$ cat src/hdl/rdtpc_pkg.sv
// package for the drive, termination and power-saving control word decode
// assumes a single clock domain; words are written as 4-bit nibbles
package rdtpc_pkg;

  // control word indices on the 4-bit word-select field
  localparam logic [3:0] RDTPC_IDX_GLOBAL   = 4'h0;
  localparam logic [3:0] RDTPC_IDX_TIMING   = 4'h2;
  localparam logic [3:0] RDTPC_IDX_CA_DRV   = 4'h3;
  localparam logic [3:0] RDTPC_IDX_CTL_DRV  = 4'h4;
  localparam logic [3:0] RDTPC_IDX_CLK_DRV  = 4'h5;
  localparam logic [3:0] RDTPC_IDX_EXT_TERM = 4'h8;
  localparam logic [3:0] RDTPC_IDX_PWR_SAVE = 4'h9;

  // reset values of the words
  localparam logic [3:0] RDTPC_RST_WORD     = 4'h0;

  // field positions
  localparam int RDTPC_FLD_A_LO        = 0;
  localparam int RDTPC_FLD_B_LO        = 2;
  localparam int RDTPC_BIT_PRELAUNCH   = 0;
  localparam int RDTPC_BIT_FLOAT_EN    = 1;
  localparam int RDTPC_BIT_TERM_150    = 2;
  localparam int RDTPC_BIT_MIRROR_ON   = 3;
  localparam int RDTPC_BIT_WEAK_DRIVE  = 0;
  localparam int RDTPC_BIT_PD_TYPE     = 2;
  localparam int RDTPC_BIT_PD_EN       = 3;

  // termination value codes of the extra termination word
  localparam logic [2:0] RDTPC_TERM_DEFER   = 3'h0;
  localparam logic [2:0] RDTPC_TERM_200     = 3'h2;
  localparam logic [2:0] RDTPC_TERM_300     = 3'h4;
  localparam logic [2:0] RDTPC_TERM_OFF     = 3'h7;

  // drive strength encoding
  typedef enum logic [1:0] {
    RDTPC_DRV_LIGHT    = 2'h0,
    RDTPC_DRV_MODERATE = 2'h1,
    RDTPC_DRV_STRONG   = 2'h2,
    RDTPC_DRV_RSVD     = 2'h3
  } rdtpc_drive_e;

  // decoded termination selection
  typedef enum logic [2:0] {
    RDTPC_TRM_100,
    RDTPC_TRM_150,
    RDTPC_TRM_200,
    RDTPC_TRM_300,
    RDTPC_TRM_OFF
  } rdtpc_term_e;

  // idle behaviour of the command/address outputs
  typedef enum logic [1:0] {
    RDTPC_IDLE_NORMAL,
    RDTPC_IDLE_FLOAT,
    RDTPC_IDLE_WEAK
  } rdtpc_idle_e;

  // word write strobe with its data
  typedef struct packed {
    logic       valid;
    logic [3:0] index;
    logic [3:0] nibble;
  } rdtpc_write_s;

  // drive settings per group and side
  typedef struct packed {
    rdtpc_drive_e ca_a;
    rdtpc_drive_e ca_b;
    rdtpc_drive_e ctl_a;
    rdtpc_drive_e ctl_b;
    rdtpc_drive_e clk_13;
    rdtpc_drive_e clk_02;
  } rdtpc_drive_s;

endpackage : rdtpc_pkg

$ cat src/hdl/rdtpc_ctrl.sv
// drive strength, input termination and power-saving control word decode
// assumes word writes come from logic on clk; mirror, chip selects, clock
// enables and odt come from pins and are synchronised here
//
// Summary of operation
// - mirror high switches termination off except chip selects and odt
// - pre-launch selects early launch of command/address versus clocks and control
// - three independent drive groups: command/address, control, clock pairs
// - ca word bits 1:0 side A, 3:2 side B; light moderate strong reserved
// - control word bits 1:0 side A, 3:2 side B; light moderate, rest reserved
// - clock word bits 1:0 pairs 1 and 3, bits 3:2 pairs 0 and 2
// - extra termination bit 3 keeps termination on under mirror when set with code 000
// - termination code: 000 defer, 010 200 ohm, 100 300 ohm, 111 off
// - any nonzero termination code forces termination off under mirror
// - code 111 turns all termination off, chip select and odt included
// - with floating enabled, power bit 0 picks float or weak idle drive
// - weak drive applies to command/address outputs while all chip selects high
// - power bit 3 enables clock-enable power-down, default off; type ignored when off
// - power-down entered when both clock enable inputs are low
// - power bit 2: 0 keeps termination and odt follows, 1 off and odt low
// - timing bit 2 picks 100 or 150 ohm base termination, 100 at reset
// - floating puts command/address outputs high impedance when not driven
`timescale 1ns/1ns
module rdtpc_ctrl
  import rdtpc_pkg::*;
#(
  parameter int NUM_CS = 4
) (
  input  wire logic              clk,
  input  wire logic              nrst,
  input  wire rdtpc_write_s      word_write,
  input  wire logic              mirror_in,
  input  wire logic [NUM_CS-1:0] chip_select_in_n,
  input  wire logic              clock_enable_in0,
  input  wire logic              clock_enable_in1,
  input  wire logic              odt_input_pin,
  output rdtpc_drive_s           drive,
  output rdtpc_term_e            term_value,
  output logic                   term_on_main,
  output logic                   term_on_cs_odt,
  output logic                   ca_prelaunch,
  output rdtpc_idle_e            ca_idle_mode,
  output logic                   ca_float,
  output logic                   ca_weak,
  output logic                   power_down,
  output logic                   odt_out
);

  localparam int SYNC_W = NUM_CS + 4;

  // control words
  logic [3:0] global_features_word;
  logic [3:0] timing_word;
  logic [3:0] ca_drive_strength_word;
  logic [3:0] control_drive_strength_word;
  logic [3:0] clock_drive_strength_word;
  logic [3:0] extra_termination_word;
  logic [3:0] power_saving_word;

  // synchronised pins
  logic [SYNC_W-1:0] pins_raw;
  logic [SYNC_W-1:0] pins_sync;
  logic              mirror_s;
  logic [NUM_CS-1:0] cs_s;
  logic              cke0_s;
  logic              cke1_s;
  logic              odt_s;

  // decoded next values
  logic              all_deselected;
  logic [2:0]        term_code;
  logic              mirror_kills;
  logic              pd_active;
  rdtpc_term_e       next_term_value;
  logic              next_term_main;
  logic              next_term_cs_odt;
  rdtpc_idle_e       next_idle;

  // per-word write strobes
  logic              wr_global;
  logic              wr_timing;
  logic              wr_ca_drv;
  logic              wr_ctl_drv;
  logic              wr_clk_drv;
  logic              wr_ext_term;
  logic              wr_pwr_save;

  initial begin
    if (NUM_CS != 2 && NUM_CS != 4) $error("rdtpc_ctrl: chip selects must be 2 or 4");
  end

  assign pins_raw = {mirror_in, chip_select_in_n, clock_enable_in0,
                     clock_enable_in1, odt_input_pin};

  rdtpc_sync #(
    .WIDTH (SYNC_W)
  ) rdtpc_sync_i (
    .clk   (clk),
    .nrst  (nrst),
    .pin   (pins_raw),
    .level (pins_sync)
  );

  assign mirror_s = pins_sync[SYNC_W-1];
  assign cs_s     = pins_sync[NUM_CS+2:3];
  assign cke0_s   = pins_sync[2];
  assign cke1_s   = pins_sync[1];
  assign odt_s    = pins_sync[0];

  // one strobe per word; indices of other blocks match none and are dropped
  assign wr_global   = word_write.valid && (word_write.index == RDTPC_IDX_GLOBAL);
  assign wr_timing   = word_write.valid && (word_write.index == RDTPC_IDX_TIMING);
  assign wr_ca_drv   = word_write.valid && (word_write.index == RDTPC_IDX_CA_DRV);
  assign wr_ctl_drv  = word_write.valid && (word_write.index == RDTPC_IDX_CTL_DRV);
  assign wr_clk_drv  = word_write.valid && (word_write.index == RDTPC_IDX_CLK_DRV);
  assign wr_ext_term = word_write.valid && (word_write.index == RDTPC_IDX_EXT_TERM);
  assign wr_pwr_save = word_write.valid && (word_write.index == RDTPC_IDX_PWR_SAVE);

  // global features word; only the float enable is used here
  always_ff @(posedge clk or negedge nrst) begin
    if (!nrst) begin
      global_features_word <= RDTPC_RST_WORD;
    end else if (wr_global) begin
      global_features_word <= word_write.nibble;
    end
  end

  // timing word; reset gives the 100 ohm base termination
  always_ff @(posedge clk or negedge nrst) begin
    if (!nrst) begin
      timing_word <= RDTPC_RST_WORD;
    end else if (wr_timing) begin
      timing_word <= word_write.nibble;
    end
  end

  // command/address drive word
  always_ff @(posedge clk or negedge nrst) begin
    if (!nrst) begin
      ca_drive_strength_word <= RDTPC_RST_WORD;
    end else if (wr_ca_drv) begin
      ca_drive_strength_word <= word_write.nibble;
    end
  end

  // control group drive word
  always_ff @(posedge clk or negedge nrst) begin
    if (!nrst) begin
      control_drive_strength_word <= RDTPC_RST_WORD;
    end else if (wr_ctl_drv) begin
      control_drive_strength_word <= word_write.nibble;
    end
  end

  // clock pair drive word
  always_ff @(posedge clk or negedge nrst) begin
    if (!nrst) begin
      clock_drive_strength_word <= RDTPC_RST_WORD;
    end else if (wr_clk_drv) begin
      clock_drive_strength_word <= word_write.nibble;
    end
  end

  // extra termination word; mirror mode bit and termination code
  always_ff @(posedge clk or negedge nrst) begin
    if (!nrst) begin
      extra_termination_word <= RDTPC_RST_WORD;
    end else if (wr_ext_term) begin
      extra_termination_word <= word_write.nibble;
    end
  end

  // power-saving word; reset leaves power-down disabled
  always_ff @(posedge clk or negedge nrst) begin
    if (!nrst) begin
      power_saving_word <= RDTPC_RST_WORD;
    end else if (wr_pwr_save) begin
      power_saving_word <= word_write.nibble;
    end
  end

  // drive decode, one field per group and side; reserved codes pass through
  always_ff @(posedge clk or negedge nrst) begin
    if (!nrst) begin
      drive <= '{default: RDTPC_DRV_LIGHT};
    end else begin
      drive.ca_a   <= rdtpc_drive_e'(ca_drive_strength_word[RDTPC_FLD_A_LO +: 2]);
      drive.ca_b   <= rdtpc_drive_e'(ca_drive_strength_word[RDTPC_FLD_B_LO +: 2]);
      // control group has no strong setting; code 2 still decodes to RDTPC_DRV_STRONG here
      drive.ctl_a  <= rdtpc_drive_e'(control_drive_strength_word[RDTPC_FLD_A_LO +: 2]);
      drive.ctl_b  <= rdtpc_drive_e'(control_drive_strength_word[RDTPC_FLD_B_LO +: 2]);
      drive.clk_13 <= rdtpc_drive_e'(clock_drive_strength_word[RDTPC_FLD_A_LO +: 2]);
      drive.clk_02 <= rdtpc_drive_e'(clock_drive_strength_word[RDTPC_FLD_B_LO +: 2]);
    end
  end

  // pre-launch select for the double-loaded nets
  always_ff @(posedge clk or negedge nrst) begin
    if (!nrst) begin
      ca_prelaunch <= 1'b0;
    end else begin
      ca_prelaunch <= timing_word[RDTPC_BIT_PRELAUNCH];
    end
  end

  assign term_code = extra_termination_word[2:0];
  // nonzero code ignores the mirror-mode bit under mirror
  assign mirror_kills = mirror_s &&
                        ((term_code != RDTPC_TERM_DEFER) ||
                         !extra_termination_word[RDTPC_BIT_MIRROR_ON]);
  assign pd_active = power_saving_word[RDTPC_BIT_PD_EN] && !cke0_s && !cke1_s;

  // termination value and enables
  always_comb begin
    unique case (term_code)
      RDTPC_TERM_200: next_term_value = RDTPC_TRM_200;
      RDTPC_TERM_300: next_term_value = RDTPC_TRM_300;
      RDTPC_TERM_OFF: next_term_value = RDTPC_TRM_OFF;
      // defer and reserved codes fall back on the base value
      default: next_term_value = timing_word[RDTPC_BIT_TERM_150] ? RDTPC_TRM_150
                                                                  : RDTPC_TRM_100;
    endcase
    next_term_main   = !mirror_kills;
    next_term_cs_odt = 1'b1;          // chip select and odt keep it under mirror
    if (term_code == RDTPC_TERM_OFF) begin
      next_term_main   = 1'b0;
      next_term_cs_odt = 1'b0;
    end
    // power-down type only matters when power-down is enabled
    if (pd_active && power_saving_word[RDTPC_BIT_PD_TYPE]) begin
      next_term_main   = 1'b0;
      next_term_cs_odt = 1'b0;
    end
  end

  // termination value register; 100 ohm until the words say otherwise
  always_ff @(posedge clk or negedge nrst) begin
    if (!nrst) begin
      term_value <= RDTPC_TRM_100;
    end else begin
      term_value <= next_term_value;
    end
  end

  // termination enable for the inputs other than chip select and odt
  always_ff @(posedge clk or negedge nrst) begin
    if (!nrst) begin
      term_on_main <= 1'b1;
    end else begin
      term_on_main <= next_term_main;
    end
  end

  // termination enable for chip select and odt; only code 111 or power-down with type bit set clear it
  always_ff @(posedge clk or negedge nrst) begin
    if (!nrst) begin
      term_on_cs_odt <= 1'b1;
    end else begin
      term_on_cs_odt <= next_term_cs_odt;
    end
  end

  // idle mode of the command/address outputs while deselected
  assign all_deselected = &cs_s;

  always_comb begin
    next_idle = RDTPC_IDLE_NORMAL;
    if (global_features_word[RDTPC_BIT_FLOAT_EN]) begin
      // bit 1 of the power word is reserved and never read
      next_idle = power_saving_word[RDTPC_BIT_WEAK_DRIVE] ? RDTPC_IDLE_WEAK
                                                          : RDTPC_IDLE_FLOAT;
    end
  end

  // ca_float/ca_weak only while every chip select is high; ca_idle_mode ignores the chip selects
  always_ff @(posedge clk or negedge nrst) begin
    if (!nrst) begin
      ca_idle_mode <= RDTPC_IDLE_NORMAL;
      ca_float     <= 1'b0;
      ca_weak      <= 1'b0;
    end else begin
      ca_idle_mode <= next_idle;
      ca_float     <= all_deselected && (next_idle == RDTPC_IDLE_FLOAT);
      ca_weak      <= all_deselected && (next_idle == RDTPC_IDLE_WEAK);
    end
  end

  // power-down state; entered on the edge after both clock enables read low with power bit 3 set
  always_ff @(posedge clk or negedge nrst) begin
    if (!nrst) begin
      power_down <= 1'b0;
    end else begin
      power_down <= pd_active;
    end
  end

  // odt output; held low only in the termination-off power-down type
  always_ff @(posedge clk or negedge nrst) begin
    if (!nrst) begin
      odt_out <= 1'b0;
    end else begin
      odt_out <= (pd_active && power_saving_word[RDTPC_BIT_PD_TYPE]) ? 1'b0
                                                                     : odt_s;
    end
  end

endmodule : rdtpc_ctrl

$ cat src/hdl/rdtpc_sync.sv
// two-flop synchroniser for a bus of pin levels
// assumes the inputs are asynchronous to clk
`timescale 1ns/1ns
module rdtpc_sync #(
  parameter int WIDTH = 1
) (
  input  wire logic             clk,
  input  wire logic             nrst,
  input  wire logic [WIDTH-1:0] pin,
  output logic      [WIDTH-1:0] level
);

  logic [WIDTH-1:0] meta;

  initial begin
    if (WIDTH < 1) $error("rdtpc_sync: width must be at least one");
  end

  // first stage feeds only the second stage
  always_ff @(posedge clk or negedge nrst) begin
    if (!nrst) begin
      meta  <= '0;
      level <= '0;
    end else begin
      meta  <= pin;
      level <= meta;
    end
  end

endmodule : rdtpc_sync

$ cat config.mk
export PLATFORM = sky130hd
export DESIGN_NAME = rdtpc_ctrl
export DESIGN_NICKNAME = d
export VERILOG_FILES = /design/src/hdl/rdtpc_pkg.sv /design/src/hdl/rdtpc_ctrl.sv /design/src/hdl/rdtpc_sync.sv
export SDC_FILE = /design/constraint.sdc
export NUM_CORES = 1
export LEC_CHECK = 0
export ABC_AREA = 0
export ABC_CLOCK_PERIOD_IN_PS = 1400
export BUFFER_PORTS_ARGS = -buffer_cell sky130_fd_sc_hd__clkbuf_2
export CORE_ASPECT_RATIO = 0.8
export CORE_MARGIN = 2
export CORE_UTILIZATION = 55
export CTS_BUF_LIST = sky130_fd_sc_hd__clkbuf_2
export DETAILED_ROUTE_END_ITERATION = 12
export GPL_ROUTABILITY_DRIVEN = 0
export PLACE_DENSITY_LB_ADDON = 0.15
export SETUP_SLACK_MARGIN = 0.2
export SKIP_CTS_REPAIR_TIMING = 1
export SYNTH_ARGS = -nofsm -noshare
export SYNTH_HDL_FRONTEND = slang
export SYNTH_SLANG_ARGS = --single-unit
$ cat constraint.sdc
create_clock -name clk -period 1.4 [get_ports clk]
set_clock_uncertainty 0.1 [all_clocks]
set_input_delay 0 -clock clk [delete_from_list [all_inputs] [get_ports clk]]
set_output_delay 0 -clock clk [all_outputs]
set_load 0.01 [all_outputs]
==> results.sh <==
export IMPL_route_detailed_drc=0
export IMPL_worstPathRequired_ns=1.66
export IMPL_end_kind="flip-flop"
export IMPL_core_sq_mm=0.00349
export IMPL_maxCapViolCount=0
export IMPL_place_inst=204
export IMPL_num_antenna_cells=0
export IMPL_wl_met1_um=1310
export IMPL_period_minus_slack_ns=1.33
export IMPL_clkPwrFrac_pct=20.7
export IMPL_area_growth_pct=26.6
export IMPL_crit_chain="clkbuf_2 > dlygate4sd3_1 > inv_2 > or4_4 > mux2_4"
export IMPL_cts_htree_levels=3
export IMPL_design_area_sq_mm=0.00258
export IMPL_synth_nets=137
export IMPL_clk_latency_ns=0.45
export IMPL_grt_max_degree=63
export IMPL_fin_tns_setup_ns=0
export IMPL_status="finished, violations left"
export IMPL_ff2ff_path_depth=3
export IMPL_num_vias=1172
export IMPL_rsz0062_at_grt="yes"
export IMPL_wl_met2_um=1670
export IMPL_root_buffer="clkbuf_2"
export IMPL_preCtsSetupSlack_ns=0.0975
export IMPL_p_seq_share_pct=62.4
export IMPL_drtAntennaViolNets=0
export IMPL_netlist_instances=118
export IMPL_setup_slack_ns=0.0689
export IMPL_crit_type="in2reg"
export IMPL_worstMarginPinSlew_ns=0.402
export IMPL_netSwitchingPower_mw=0.957
export IMPL_grt_ovfl_total=0
export IMPL_yosysUniqueCellTypes=28
export IMPL_hp_class="in2reg"
export IMPL_grt_pass1_wl_um=4960
export IMPL_rr_endpoint="term_on_main"
export IMPL_max_slew_margin_rel_pct=73.0
export IMPL_power_frac_comb_pct=17.0
export IMPL_die_w_um=72.1
export IMPL_dpl_instance_area_sq_mm=0.00233
export IMPL_hold_depth=3
export IMPL_power_switching_share_pct=26.5
export IMPL_io_pin_count=43
export IMPL_rows=19
export IMPL_drive_above_1_share_pct=44.6
export IMPL_viasPerCell=4.99
export IMPL_power_mw=3.61
export IMPL_hpwl_um=2130
export IMPL_cts_sinks=62
export IMPL_p_per_area_mw_per_mm2=1400
export IMPL_synth_seq_area_share_pct=76.2
export IMPL_reg2reg_slack_ns=0.18
export IMPL_drtIter0Drc=39
export IMPL_whs_ns=-0.0656
export IMPL_rr_startpoint="power_saving_word[3]"
export IMPL_start_util_pct=58.4
export IMPL_yosysWarnings=0
export IMPL_first_global_vias=1119
export IMPL_failed_checks="hold timing"
export IMPL_crit_slowest_cell="dlygate4sd3_1"
export IMPL_dieArea_sq_mm=0.00421
export IMPL_final_setup_viol_count=0
export IMPL_routed_wl_met3_um=169
export IMPL_critPathLaunchType="input port"
export IMPL_critical_path_arrival_ns=1.59
export IMPL_cts_buffers=9
export IMPL_cp_max_fo=4
export IMPL_wirelength_um=3230
export IMPL_timing_fmax_mhz=751
export IMPL_cpLargestDelayFamily="buffers and inverters"
export IMPL_critical_path_buf_inv_count=3
export IMPL_syn_cell_area_sq_mm=0.00204
export IMPL_ys_ff_latch=62
export IMPL_dr_max_layer_used="met4"
export IMPL_synth_avg_cell_area_sq_um=17.3
export IMPL_hold_viol_final=16
export IMPL_period_share_pct=95.1
export IMPL_crit_path_max_incr_delay_ns=0.60
export IMPL_p_leak_nw=1.27
export IMPL_nFillCells=229
export IMPL_cts_tree="done"
export IMPL_avgRoutedWirePerCell_um=13.7
export IMPL_fp_dieH_um=58.5
export IMPL_antenna_found_initial=0
export IMPL_grt_use_total_pct=17.3
export IMPL_peakVddDrop_uv=885
export IMPL_clk_path_buf_depth=2
export IMPL_firstDrtPassIters=4
export IMPL_hold_end="control_drive_strength_word[3]"
export IMPL_min_delay_start="word_write[4]"
export IMPL_p_int_mw=2.65
export IMPL_io_buffers=42
export IMPL_clk_pin_slew_worst_paths_ns=0.14
export IMPL_finalNonFillerCells=235
export IMPL_slew_viol_final=0
export IMPL_nNetsFinal=209
-- sequential cells by signal, indices dropped and copies added (netlist names), 2 cells and up --
| name | cells |
|---|---|
| term_value | 3 |
| timing_word | 2 |
| ca_idle_mode | 2 |
| extra_termination_word | 4 |
| drive | 12 |
| control_drive_strength_word | 4 |
| rdtpc_sync_i.meta | 8 |
| rdtpc_sync_i.level | 8 |
| ca_drive_strength_word | 4 |
| power_saving_word | 3 |
| clock_drive_strength_word | 4 |
-- layout make-up --
class / count / area [sq um] / share of cell area, %
Sequential cell: 62 / 1560 / 60.2
Timing Repair Buffer: 62 / 428 / 16.6
Multi-Input combinational cell: 53 / 473 / 18.3
Clock inverter: 4 / 16.3 / 0.630
Inverter: 2 / 7.51 / 0.291
Clock buffer: 10 / 50.0 / 1.94
Tap cell: 42 / 52.6 / 2.03
-- cell usage after synthesis, drive strengths merged --
cell type | n | area share (%)
a2111oi | 1 | 0.43
a21boi | 1 | 0.37
a21oi | 1 | 0.25
and2 | 2 | 0.61
and3 | 1 | 0.31
and3b | 1 | 0.43
buf | 1 | 0.55
dfrtp | 60 | 74
dfstp | 2 | 2.6
inv | 2 | 0.37
mux2 | 22 | 13
nand2 | 2 | 0.37
nand2b | 2 | 0.98
nand3 | 1 | 0.25
nand3b | 1 | 0.37
nand4 | 1 | 0.31
nor2 | 5 | 0.92
nor2b | 3 | 0.92
nor3 | 2 | 0.74
nor3b | 3 | 1.1
o21ai | 1 | 0.25
or4 | 1 | 0.55
xnor2 | 1 | 0.43
xor2 | 1 | 0.43
-- layout by cell type (no fill, tap or decap), types with 2 or more instances in the layout --
cell	Yosys	layout
nand2_1	2	2
dfstp_2	2	2
nor2b_1	3	3
mux2_2	18	18
nor2_1	5	5
dlygate4sd3_1	0	17
and2_1	2	2
clkbuf_2	0	50
buf_4	0	2
mux2_4	4	4
dfrtp_1	60	59
buf_6	1	2
clkinv_1	0	3
nor3b_1	3	3
-- cell families (layout without fill, tap and decap cells) --
family                    Yosys count  after routing  share of synthesized area [%]
DFF                                62             62                           76.2
buffers and inverters               3             78                          0.920
AOI/OAI and AO/OA                   4              4                           1.29
xor gates and xnor gates            2              2                          0.859
and+or+nand+nor                    25             25                           7.85
muxes                              22             22                           12.9
-- power by group through the flow --
stage                     sequential [mW]  clock (mW)  combinational, mW
after floorplan                      2.33           0              0.228
after global placement               2.27           0              0.554
after detailed placement             2.29           0              0.568
after CTS                            2.25       0.778              0.569
after global routing                 2.29       0.873              0.672
final                                2.25       0.746              0.613
-- worst max path at each step --
stage | depth (start not counted) | from | slack [ns] | endpoint
floorplan | 2 | extra_termination_word[2] | 0.21 | term_on_main
CTS | 3 | power_saving_word[3] | 0.08 | term_on_main
global placement | 3 | power_saving_word[3] | 0.14 | term_on_main
finish | 5 | word_write[6] | 0.07 | control_drive_strength_word[2]
detailed placement | 3 | power_saving_word[3] | 0.1 | term_on_main
global route | 1 | term_on_main | 0.12 | term_on_main
-- worst reg2reg max path, cell delays in order (launching register included) --
cell and delay, ns:
dfrtp_1 0.40, nor3b_1 0.14, and2_1 0.19, a2111oi_2 0.29
-- routing by layer --
layer  global-route usage [%]  vias to the layer above
met3                     11.6                        8
met2                     27.4                       29
met5                        0                        -
li1                         -                      546
met4                     6.47                        0
met1                     18.5                      589
-- per-stage QoR --
stage,utilization (%),hold slack [ns]
2_1_floorplan,-,-0.396
3_3_place_gp,66.6,-0.0711
3_5_place_dp,66.6,-0.0666
4_1_cts,68.5,-0.604
5_1_grt,73.9,-0.128
6_report,73.9,-0.0656
(Power assumes the default switching activity.)
